### config.mk
export PLATFORM = sky130hd
export DESIGN_NAME = slg_top
export DESIGN_NICKNAME = d
export VERILOG_FILES = /design/src/slg_sync_edge.v /design/src/slg_sticky.v /design/src/slg_top.v
export VERILOG_INCLUDE_DIRS = /design/src /design/src/src
export SDC_FILE = /design/constraint.sdc
export NUM_CORES = 1
export LEC_CHECK = 0
export BUFFER_PORTS_ARGS = -buffer_cell sky130_fd_sc_hd__buf_2
export CAP_MARGIN = 40
export CORE_UTILIZATION = 40
export DETAILED_ROUTE_END_ITERATION = 7
export HOLD_SLACK_MARGIN = 0.06
export PLACE_DENSITY = 0.8
export SLEW_MARGIN = 10
export SYNTH_ARGS = -nofsm -noshare
export SYNTH_HDL_FRONTEND = slang
export SYNTH_SLANG_ARGS = --single-unit
### constraint.sdc
create_clock -name pclk -period 3.2 [get_ports pclk]
set_input_delay 0.32 -clock pclk [delete_from_list [all_inputs] [get_ports pclk]]
set_output_delay 0.32 -clock pclk [all_outputs]
set_load 0.01 [all_outputs]
### src/slg_defines.vh
// constants for the strap latch and general output block
`ifndef SLG_DEFINES_VH
`define SLG_DEFINES_VH
`define SLG_CLK_HZ        10000000
`define SLG_OFF_CTRL      12'h000
`define SLG_OFF_GPO       12'h004
`define SLG_OFF_STRAP     12'h008
`define SLG_OFF_STATUS    12'h00C
`define SLG_OFF_MASK      12'h010
`define SLG_OFF_IRQSET    12'h014
`define SLG_CTRL_RST      32'h00000000
`define SLG_GPO_RST       32'h00000000
`define SLG_MASK_RST      32'h00000000
`define SLG_CTRL_MDIX_OVR 0
`define SLG_CTRL_MDIX_VAL 1
`define SLG_CTRL_INTSEL   2
`define SLG_ST_LATCHED    0
`define SLG_ST_GPI        1
`define SLG_ST_SOFT       2
`define SLG_ST_W          3
`endif

### src/slg_sync_edge.v
// two-stage synchroniser with rising edge pulse
`timescale 1ns/100ps
`include "slg_defines.vh"
module slg_sync_edge (
  input  wire clk,
  input  wire rst_n,
  input  wire d,
  output wire level,
  output wire rise
);
  reg s1_q;
  reg s2_q;
  reg s3_q;
  always @(posedge clk or negedge rst_n) begin
    if (!rst_n) begin
      s1_q <= 1'b0;
      s2_q <= 1'b0;
      s3_q <= 1'b0;
    end else begin
      s1_q <= d;
      s2_q <= s1_q;
      s3_q <= s2_q;
    end
  end
  assign level = s2_q;
  assign rise  = s2_q & ~s3_q;
endmodule

### src/slg_sticky.v
// sticky status bit, set wins over write-one clear
`timescale 1ns/100ps
`include "slg_defines.vh"
module slg_sticky (
  input  wire clk,
  input  wire rst_n,
  input  wire set,
  input  wire clr,
  output reg  flag_q
);
  always @(posedge clk or negedge rst_n) begin
    if (!rst_n) begin
      flag_q <= 1'b0;
    end else if (set) begin
      flag_q <= 1'b1;
    end else if (clr) begin
      flag_q <= 1'b0;
    end
  end
endmodule

### src/slg_top.v
// strap capture, general outputs and shared interrupt pin
// What this block does
// - latch all straps when reset releases
// - crossover strap high selects crossed pairing
// - crossover strap used when auto disabled
// - interface strap: low mii, high rmii
// - general outputs driven from control bits
// - output 1 shares address bit 4 pin
// - interrupt low, shares transmit error pin
// - mode bits loaded from mode straps
// - five address straps set default address
// - auto crossover strap, register override
// - three mode straps set default mode
//
// Our own choices: the APB register port and the placing of the registers.
`timescale 1ns/100ps
`include "slg_defines.vh"
module slg_top #(
  parameter ADDR_W = 5,
  parameter MODE_W = 3
) (
  input  wire              pclk,
  input  wire              presetn,
  input  wire              ext_reset_n,
  input  wire              psel,
  input  wire              penable,
  input  wire              pwrite,
  input  wire [11:0]       paddr,
  input  wire [31:0]       pwdata,
  output reg  [31:0]       prdata,
  output wire              pready,
  output wire              pslverr,
  input  wire              crossover_select_strap,
  input  wire              auto_crossover_enable_strap,
  input  wire [MODE_W-1:0] mode_strap,
  input  wire [3:0]        addr_strap_low,
  input  wire              addr_strap_bit4_in,
  output wire              general_output_1,
  output wire              general_output_1_oe,
  input  wire              rmii_strap_in,
  output wire              general_output_0,
  output wire              general_output_0_oe,
  output wire              general_output_2,
  input  wire              intsel_strap_in,
  input  wire              tx_error_in,
  output wire              irq_out_n,
  output wire              irq_out_n_oe,
  input  wire              int_event,
  output reg  [ADDR_W-1:0] phy_address_q,
  output reg  [MODE_W-1:0] op_mode_q,
  output reg               rmii_mode_q,
  output reg               intsel_q,
  output wire              auto_crossover_on,
  output wire              crossed_pairing,
  output wire              tx_error_out,
  output wire              irq
);
  reg  [2:0]  gpo_q;
  reg  [2:0]  ctrl_q;
  reg  [3:0]  mask_q;
  reg         run_q;
  reg         mdix_strap_q;
  reg         chsel_strap_q;
  reg  [3:0]  soft_ev_q;
  wire        ext_lvl;
  wire        ext_rise;
  wire        int_lvl;
  wire        int_rise;
  wire [3:0]  status;
  wire [3:0]  ev_set;
  wire [3:0]  ev_clr;
  wire        wr_en;
  wire        wr_irqset;

  slg_sync_edge u_rst_sync (
    .clk   (pclk),
    .rst_n (presetn),
    .d     (ext_reset_n),
    .level (ext_lvl),
    .rise  (ext_rise)
  );

  slg_sync_edge u_int_sync (
    .clk   (pclk),
    .rst_n (presetn),
    .d     (int_event),
    .level (int_lvl),
    .rise  (int_rise)
  );

  // strap capture on release of external reset
  always @(posedge pclk or negedge presetn) begin
    if (!presetn) begin
      run_q         <= 1'b0;
      phy_address_q <= {ADDR_W{1'b0}};
      op_mode_q     <= {MODE_W{1'b0}};
      rmii_mode_q   <= 1'b0;
      intsel_q      <= 1'b0;
      mdix_strap_q  <= 1'b1;
      chsel_strap_q <= 1'b1;
    end else if (!ext_lvl) begin
      run_q <= 1'b0;
    end else if (ext_rise) begin
      run_q         <= 1'b1;
      phy_address_q <= {addr_strap_bit4_in, addr_strap_low};
      op_mode_q     <= mode_strap;
      rmii_mode_q   <= rmii_strap_in;
      intsel_q      <= intsel_strap_in;
      mdix_strap_q  <= auto_crossover_enable_strap;
      chsel_strap_q <= crossover_select_strap;
    end
  end

  // register override of the auto crossover strap
  assign auto_crossover_on = ctrl_q[`SLG_CTRL_MDIX_OVR] ? ctrl_q[`SLG_CTRL_MDIX_VAL]
                                                        : mdix_strap_q;
  // manual channel choice only when auto crossover is off; auto picks crossed by default
  assign crossed_pairing = auto_crossover_on ? 1'b1 : chsel_strap_q;

  // shared pins released while external reset holds
  assign general_output_0    = gpo_q[0];
  assign general_output_1    = gpo_q[1];
  assign general_output_2    = run_q ? gpo_q[2] : 1'b0;
  assign general_output_0_oe = run_q;
  assign general_output_1_oe = run_q;

  // shared interrupt / transmit error pin, open drain when used as interrupt
  assign irq_out_n    = 1'b0;
  assign irq_out_n_oe = run_q & intsel_q & irq;
  assign tx_error_out = intsel_q ? 1'b0 : tx_error_in;

  // interrupt status: strap latched, general event, software test
  assign wr_en     = psel & penable & pwrite;
  assign wr_irqset = wr_en && (paddr == `SLG_OFF_IRQSET);
  assign ev_set[`SLG_ST_LATCHED] = ext_rise;
  assign ev_set[`SLG_ST_GPI]     = int_rise & int_lvl;
  assign ev_set[`SLG_ST_SOFT]    = soft_ev_q[`SLG_ST_SOFT];
  assign ev_set[3]               = soft_ev_q[3];
  assign ev_clr = (wr_en && (paddr == `SLG_OFF_STATUS)) ? pwdata[3:0] : 4'h0;

  genvar gi;
  generate
    for (gi = 0; gi < `SLG_ST_W; gi = gi + 1) begin : g_st
      slg_sticky u_st (
        .clk    (pclk),
        .rst_n  (presetn),
        .set    (ev_set[gi]),
        .clr    (ev_clr[gi]),
        .flag_q (status[gi])
      );
    end
  endgenerate
  assign status[3] = 1'b0;

  assign irq = |(status & mask_q);

  // apb registers
  assign pready  = 1'b1;
  assign pslverr = 1'b0;

  always @(posedge pclk or negedge presetn) begin
    if (!presetn) begin
      ctrl_q    <= 3'h0;
      gpo_q     <= 3'h0;
      mask_q    <= 4'h0;
      soft_ev_q <= 4'h0;
    end else begin
      soft_ev_q <= 4'h0;
      if (wr_en) begin
        if (paddr == `SLG_OFF_CTRL) begin
          ctrl_q <= pwdata[2:0];
        end else if (paddr == `SLG_OFF_GPO) begin
          gpo_q <= pwdata[2:0];
        end else if (paddr == `SLG_OFF_MASK) begin
          mask_q <= {1'b0, pwdata[2:0]};
        end else if (wr_irqset) begin
          soft_ev_q <= {1'b0, pwdata[`SLG_ST_SOFT], 2'h0};
        end
      end
    end
  end

  always @* begin
    prdata = 32'h00000000;
    if (paddr == `SLG_OFF_CTRL) begin
      prdata[2:0] = ctrl_q;
    end else if (paddr == `SLG_OFF_GPO) begin
      prdata[2:0] = gpo_q;
    end else if (paddr == `SLG_OFF_STRAP) begin
      prdata[4:0]   = phy_address_q;
      prdata[10:8]  = op_mode_q;
      prdata[12]    = rmii_mode_q;
      prdata[13]    = intsel_q;
      prdata[14]    = chsel_strap_q;
      prdata[15]    = mdix_strap_q;
      prdata[16]    = auto_crossover_on;
      prdata[17]    = crossed_pairing;
      prdata[18]    = run_q;
    end else if (paddr == `SLG_OFF_STATUS) begin
      prdata[3:0] = status;
    end else if (paddr == `SLG_OFF_MASK) begin
      prdata[3:0] = mask_q;
    end
  end
endmodule

==> results of run 1 <==
## through the flow
| step | utilization [%] | cell area, µm² | instances | hold WS, ns | total power, µW |
|---|---|---|---|---|---|
| after floorplan | - | 1870 | 180 | 0.0244 | 550 |
| after global placement | 48.4 | 2110 | 277 | 0.333 | 599 |
| after detailed placement | 48.4 | 2110 | 277 | 0.335 | 604 |
| after CTS | 50.9 | 2220 | 285 | 0.0971 | 982 |
| after global routing | 50.9 | 2220 | 285 | 0.123 | 1020 |
| final | 50.9 | 2220 | 285 | 0.0787 | 969 |
## worst max-delay path by stage
stage               startpoint        end  slack (ns)  cells past startpoint
finish                paddr[4]  prdata[3]        0.98                      6
global route          paddr[9]  prdata[2]        0.85                      6
CTS                   paddr[1]  prdata[3]        0.98                      6
detailed placement    paddr[1]  prdata[3]        0.98                      6
global placement      paddr[1]  prdata[3]        1.02                      6
floorplan             paddr[9]  prdata[0]        1.29                      5
## report_power, final
group | total [µW] | switching (µW) | internal [µW]
combinational | 140 | 78.7 | 61.7
sequential | 455 | 20.7 | 435
clock | 373 | 142 | 231
total | 969 | 241 | 727
## registers in the layout (all words and copies together) (netlist names)
register	cells
rmii_mode_q	1
soft_ev_q	1
u_rst_sync.level	1
op_mode_q	3
chsel_strap_q	1
g_st.u_st.flag_q	3
mask_q	3
u_int_sync.s1_q	1
gpo_q	3
u_int_sync.level	1
general_output_0_oe	1
intsel_q	1
ctrl_q	3
mdix_strap_q	1
phy_address_q	5
u_int_sync.s3_q	1
u_rst_sync.s3_q	1
u_rst_sync.s1_q	1
## layout make-up
cell class / count / area [µm²] / share of cell area [%]
Tap cell: 52 / 65.1 / 2.94
Inverter: 8 / 30.0 / 1.36
Clock buffer: 6 / 72.6 / 3.27
Sequential cell: 32 / 803 / 36.3
Clock inverter: 2 / 35.0 / 1.58
Multi-Input combinational cell: 115 / 857 / 38.7
Timing Repair Buffer: 70 / 353 / 15.9
## metal layers
layer | global-route usage (%) | part of all wire, % | vias to the layer above
li1 | - | - | 672
met4 | 8.16 | 1.9 | 0
met3 | 4.24 | 7.0 | 6
met2 | 26.1 | 48 | 64
met5 | 0 | 0 | -
met1 | 23.1 | 43 | 676
## kinds of logic (layout without fill, tap and decap cells)
logic type | after synthesis | in the layout | share of synthesized area (%)
AO/OA/AOI/OAI | 19 | 19 | 8.81
AND/OR/NAND/NOR | 54 | 54 | 20.3
multiplexers | 22 | 22 | 14.3
other | 2 | 20 | 0.417
flip-flops | 32 | 32 | 44.6
buffers and inverters | 33 | 86 | 11.7
## critical path, cell delays in order
cell and delay [ns]:
buf_2 0.14, nand2b_1 0.24, or3_1 0.50, nor3_4 0.37
and2_1 0.20, buf_2 0.13
## cell usage after synthesis (all sizes together) (2+ instances only)
master | count | area share, %
or3 | 2 | 0.97
nor2 | 7 | 2.4
a31oi | 2 | 0.69
nand2b | 2 | 0.69
o211ai | 2 | 0.83
buf | 22 | 9.4
nand2 | 6 | 1.2
nor3 | 3 | 1.5
dfrtp | 30 | 42
nor2b | 5 | 1.7
o21ai | 4 | 1.1
mux2 | 21 | 14
o2bb2ai | 3 | 1.5
dfstp | 2 | 2.9
conb | 2 | 0.42
and3 | 3 | 1.1
nor4 | 7 | 2.8
nand4 | 2 | 0.69
clkbuf | 3 | 0.62
a22oi | 2 | 0.83
inv | 8 | 1.7
and2 | 11 | 3.8
==> run metrics, run 1 <==
Synthesis Warnings 0; CP Launch Type input pin; status finished clean; average size of a mapped cell 11.1 µm²; HPWL Detailed 3070 µm; Reg-to-Reg End phy_address_q[2]; commonest non-fill, non-tap cell in the layout buf_2; via-per-instance ratio 4.98; Final Slew Violations 0; Pre-antenna DRT Iters 5; Post-CTS Setup Repair Bufs 0; I/O pin count 119; 1st-iter DRT viols 74; pre-CTS setup slack 0.979 ns; Layout area overhead 22.9%; Synth Cell Area 1800 µm²; # rows 24; Worst Tran Pin Value 0.692 ns; first-pass GRT wire length 6350 µm; share of flip-flops with an asynchronous set or reset 100%; final setup vio count 0; Fin Setup TNS 0 ns; min Tclk post-route 2.22 ns; clk sink count 32; Max IR drop VDD 399 µV; vias in the first global route 1283; required time worst endpoint 2.88 ns; Remaining DRCs 0; total core area 4350 µm²; Seq/Total Area, Yosys 44.6%; CP Max Fanout 10; CTS Buf Count 5; Pleak 0.00116 µW; Worst EP arrival 1.90 ns; final critical-path share of the clock period 69.5%; GPL Wtd Cong 0.868; largest net degree at the start of global routing 33; Slew HR 53.8%; minimum setup slack among reg-to-reg paths 1.58 ns; PostCTS Resize Cnt 0; Netlist cell types 42; Final Hold Viols 0; Post-CTS Hold Fix Bufs 0; final WL 3970 µm; Post-Synthesis Cells 162; antenna violations before repair 0; Post-synth EDFFs 0; Setup crit end kind primary output; final setup skew 0.00560 ns; RSZ-0062 raised after global routing false; nets@finish 296; H-Tree Depth 2; Hold/Removal Path Class input pin to asynchronous set/reset pin; total global routing overflow 0; critical path class input pin to primary output; Fillers 414; post-route setup slack 0.976 ns; clock-pin transition on the worst setup and hold timing paths 0.07 ns; die width 69.1 µm; ANT nets after route 0; Max-Cap Viols 0; Initial Util 41.4%; CTS Buffer Depth 2; CTS root buf clkbuf_8; Die ar. 4780 µm²; CTS tree built; worst skew pair latency 0.28 ns; GRT Util Overall 17.2%; fraction of layout instances using a drive strength above 1 46.8%; PortBufs 69; per-cell routed wire length 13.9 µm; total number of vias 1418; commonest non-fill, non-tap cells in the layout buf_2 (69), dfrtp_1 (30), conb_1 (20); worst reg2reg path depth 3; diodes inserted 0; dominant synthesized flop cell dfrtp_1; Max Clock Freq 450 MHz; power density cells 437 nW/µm²; Die Ht 69.1 µm; R2R Path Start u_rst_sync.level; #FFs+latches synth 32
Power figures use the tool's default switching activity.
==> inputs of run 2 (changes only) <==
--- a/config.mk
+++ b/config.mk
@@ -6,12 +6,13 @@
 export SDC_FILE = /design/constraint.sdc
 export NUM_CORES = 1
 export LEC_CHECK = 0
+export ABC_AREA = 1
 export BUFFER_PORTS_ARGS = -buffer_cell sky130_fd_sc_hd__buf_2
 export CAP_MARGIN = 40
-export CORE_UTILIZATION = 40
+export CORE_UTILIZATION = 38
 export DETAILED_ROUTE_END_ITERATION = 7
 export HOLD_SLACK_MARGIN = 0.06
-export PLACE_DENSITY = 0.8
+export PLACE_DENSITY = 0.79
 export SLEW_MARGIN = 10
 export SYNTH_ARGS = -nofsm -noshare
 export SYNTH_HDL_FRONTEND = slang
==> constraint.sdc (replaced) <==
create_clock -name pclk -period 1.85 [get_ports pclk]
set_input_delay 0.185 -clock pclk [delete_from_list [all_inputs] [get_ports pclk]]
set_output_delay 0.185 -clock pclk [all_outputs]
set_load 0.01 [all_outputs]
==> run metrics, run 2 <==
status finished clean (unchanged); GPL Wtd Cong 0.924 (was 0.868); CTS root buf clkbuf_8 (unchanged); PortBufs 69 (unchanged); slowest stage cell, crit path dfstp_2 (was or3_1); Layout Cells excl Fill 356 (was 285); critical path class flop to primary output (was input pin to primary output); die width 71.7 µm (was 69.1 µm); minimum setup slack among reg-to-reg paths 0.68 ns (was 1.58 ns); Synth Cell Area 1840 µm² (was 1800 µm²); Clock power frac 39.4% (was 38.5%); GRT Util Overall 16.7% (was 17.2%); Post-Synthesis Cells 227 (was 162); Max IR drop VDD 501 µV (was 399 µV); CP Buf/Inv Count 3 (was 2); total global routing overflow 0 (unchanged); CTS tree built (unchanged); Slew HR 53.8% (about the same); Die Ht 71.7 µm (was 69.1 µm); Pre-antenna DRT Iters 4 (was 5); most instantiated cells after synthesis nand2_1 (36), inv_1 (35), dfrtp_1 (30) (was dfrtp_1 (30), buf_4 (21), mux2_2 (18)); CP Cell Sequence inv_1 > o21ai_0 > inv_1 > a21oi_1 > buf_2 (was buf_2 > nand2b_1 > or3_1 > nor3_4 > and2_1 > buf_2); Int Power 1240 µW (was 727 µW); first-pass GRT wire length 6650 µm (was 6350 µm); sw frac 25.4% (was 24.9%); area of the multi-input gates 776 µm² (was 857 µm²); CP Max Fanout 3 (was 10); Worst EP arrival 1.44 ns (was 1.90 ns); required time worst endpoint 1.66 ns (was 2.88 ns); Setup crit end kind primary output (unchanged); CP Launch Type flop (was input pin); Max-Cap Viols 0 (unchanged); average size of a mapped cell 8.12 µm² (was 11.1 µm²); total core area 4500 µm² (was 4350 µm²); Post-CTS Setup Repair Bufs 0 (unchanged); Netlist cell types 35 (was 42); most frequent CP cell inv_1 (was buf_2); combinational power share 14.4% (was 14.5%); final WL 3920 µm (was 3970 µm); clock-pin transition on the worst setup and hold timing paths 0.07 ns (about the same); CTS Buffer Depth 2 (unchanged); Layout area overhead 24.9% (was 22.9%); dominant synthesized flop cell dfrtp_1 (unchanged); nets@finish 367 (was 296); max reg flops 5 (unchanged); max incr delay on CP 0.52 ns (was 0.50 ns); #FFs+latches synth 32 (unchanged); Pleak 0.00130 µW (was 0.00116 µW); Remaining DRCs 0 (unchanged); largest register by flop count phy_address_q (unchanged); HPWL Detailed 3080 µm (was 3070 µm); Initial Util 40.9% (was 41.4%); Hold/Removal Path Class input pin to flop (was input pin to asynchronous set/reset pin); dominant cell by count in the synthesized netlist nand2_1 (was dfrtp_1); Placed Cells incl. Taps 345 (was 277); CTS Buf Count 5 (unchanged); Final Hold Viols 0 (unchanged); Synthesis Warnings 0 (unchanged); share of flip-flops with an asynchronous set or reset 100% (unchanged); # rows 24 (unchanged); PostCTS Resize Cnt 0 (unchanged); per-cell routed wire length 11.0 µm (was 13.9 µm); total number of vias 1645 (was 1418); final critical-path share of the clock period 87.8%; Synth area leader dfrtp_1 (unchanged); commonest non-fill, non-tap cells in the layout buf_2 (69), nand2_1 (36), inv_1 (35) (was buf_2 (69), dfrtp_1 (30), conb_1 (20)); worst skew pair latency 0.29 ns (was 0.28 ns); fraction of layout instances using a drive strength above 1 35.5% (was 46.8%); share of the synthesized area in the top cell type 40.7% (was 41.6%); clk sink count 32 (unchanged); hold slack final 0.130 ns (was 0.0787 ns); I/O pin count 119 (unchanged); 1st-iter DRT viols 65 (was 74); ANT nets after route 0 (unchanged); Seq pwr share 46.2% (was 47.0%); final setup skew 0.00655 ns (was 0.00560 ns); commonest non-fill, non-tap cell in the layout buf_2 (unchanged); diodes inserted 0 (unchanged); RSZ-0062 raised after global routing false (unchanged); Fillers 423 (was 414); Seq/Total Area, Yosys 43.6% (was 44.6%); Worst Tran Pin Value 0.692 ns (about the same); antenna violations before repair 0 (unchanged); power density cells 722 nW/µm² (was 437 nW/µm²); Die ar. 5140 µm² (was 4780 µm²); Max Clock Freq 616 MHz; Synth area leaders dfrtp_1 (41%), buf_4 (8.5%), nand2_1 (7.3%) (was dfrtp_1 (42%), mux2_2 (11%), buf_4 (8.7%)); min Tclk post-route 1.62 ns; largest net degree at the start of global routing 33 (unchanged); final setup vio count 0 (unchanged); Post-synth EDFFs 0 (unchanged); P_sw 423 µW (was 241 µW); H-Tree Depth 2 (unchanged); Final Slew Violations 0 (unchanged); cell family with most CP delay flip-flops (was simple AND/OR/NAND/NOR gates); Fin Setup TNS 0 ns (unchanged); vias in the first global route 1525 (was 1283); register area 803 µm² (unchanged); via-per-instance ratio 4.62 (was 4.98)
-- run 2: cell count changes after synthesis, moves of 4 or more --
| cell | change |
|---|---|
| nand3_1 | +10 |
| nand2_1 | +30 |
| nor2_1 | +20 |
| a21oi_1 | +11 |
| and2_1 | -10 |
| nor4_1 | -5 |
| nor2b_1 | -5 |
| nor2_4 | +4 |
| mux2_2 | -15 |
| nor2_2 | +5 |
| inv_1 | +27 |
| o21ai_0 | +5 |
-- run 2: final timing paths --
check,start,end,depth (start not counted)
setup / recovery,mdix_strap_q,prdata[17],5
hold / removal,addr_strap_low[0],phy_address_q[0],2
setup reg to reg,u_rst_sync.s3_q,op_mode_q[2],4
hold reg to reg,u_int_sync.s1_q,u_int_sync.level,0
max in group asynchronous,presetn,ctrl_q[2],2
min in group asynchronous,presetn,u_rst_sync.level,2
-- run 2: power by group through the flow --
stage / Sequential, µW / Clock, µW / Combinational, µW
after floorplan: 795 / 0 / 141
after global placement: 780 / 0 / 230
after detailed placement: 782 / 0 / 237
after CTS: 769 / 674 / 242
after global routing: 774 / 705 / 269
final: 769 / 655 / 239
-- run 2: per-layer routing --
metal / up-vias / track usage (%) / share of wire (%)
li1: 812 / - / -
met1: 756 / 20.2 / 41
met2: 69 / 28.3 / 51
met3: 8 / 3.66 / 5.8
met4: 0 / 7.63 / 1.8
met5: - / 0 / 0
-- run 2: repair_timing --
| action | CTS | global route |
|---|---|---|
| endpoints found under the hold margin | 32 | 0 |
| hold buffers | 3 | 0 |
| setup endpoints to repair | 0 | 0 |
-- run 2: kinds of logic (layout without fill, tap and decap cells) --
family                 Yosys count  after routing  share of synthesized area, %
other                            2             20                         0.407
buffers and inverters           63            122                          18.0
flip-flops                      32             32                          43.6
AO/OA/AOI/OAI                   29             29                          9.23
AND/OR/NAND/NOR                 97             97                          26.4
multiplexers                     4              4                          2.37
-- run 2: cell type report --
cell class                      instances  share of cell area [%]
Multi-Input combinational cell        150                    33.7
Clock inverter                          2                    1.52
Timing Repair Buffer                   77                    17.9
Sequential cell                        32                    34.9
Clock buffer                            6                    3.15
Inverter                               37                    6.03
Tap cell                               52                    2.82
-- run 2: per-stage QoR --
| stage | power [µW] | worst slack [ns] | util [%] | area, µm² |
|---|---|---|---|---|
| 3_5_place_dp | 1020 | 0.263 | 48.1 | 2170 |
| 4_1_cts | 1680 | 0.208 | 51.1 | 2300 |
| 2_1_floorplan | 935 | 0.425 | - | 1910 |
| 5_1_grt | 1750 | 0.0696 | 51.1 | 2300 |
| 3_3_place_gp | 1010 | 0.300 | 48.1 | 2170 |
| 6_report | 1660 | 0.226 | 51.1 | 2300 |
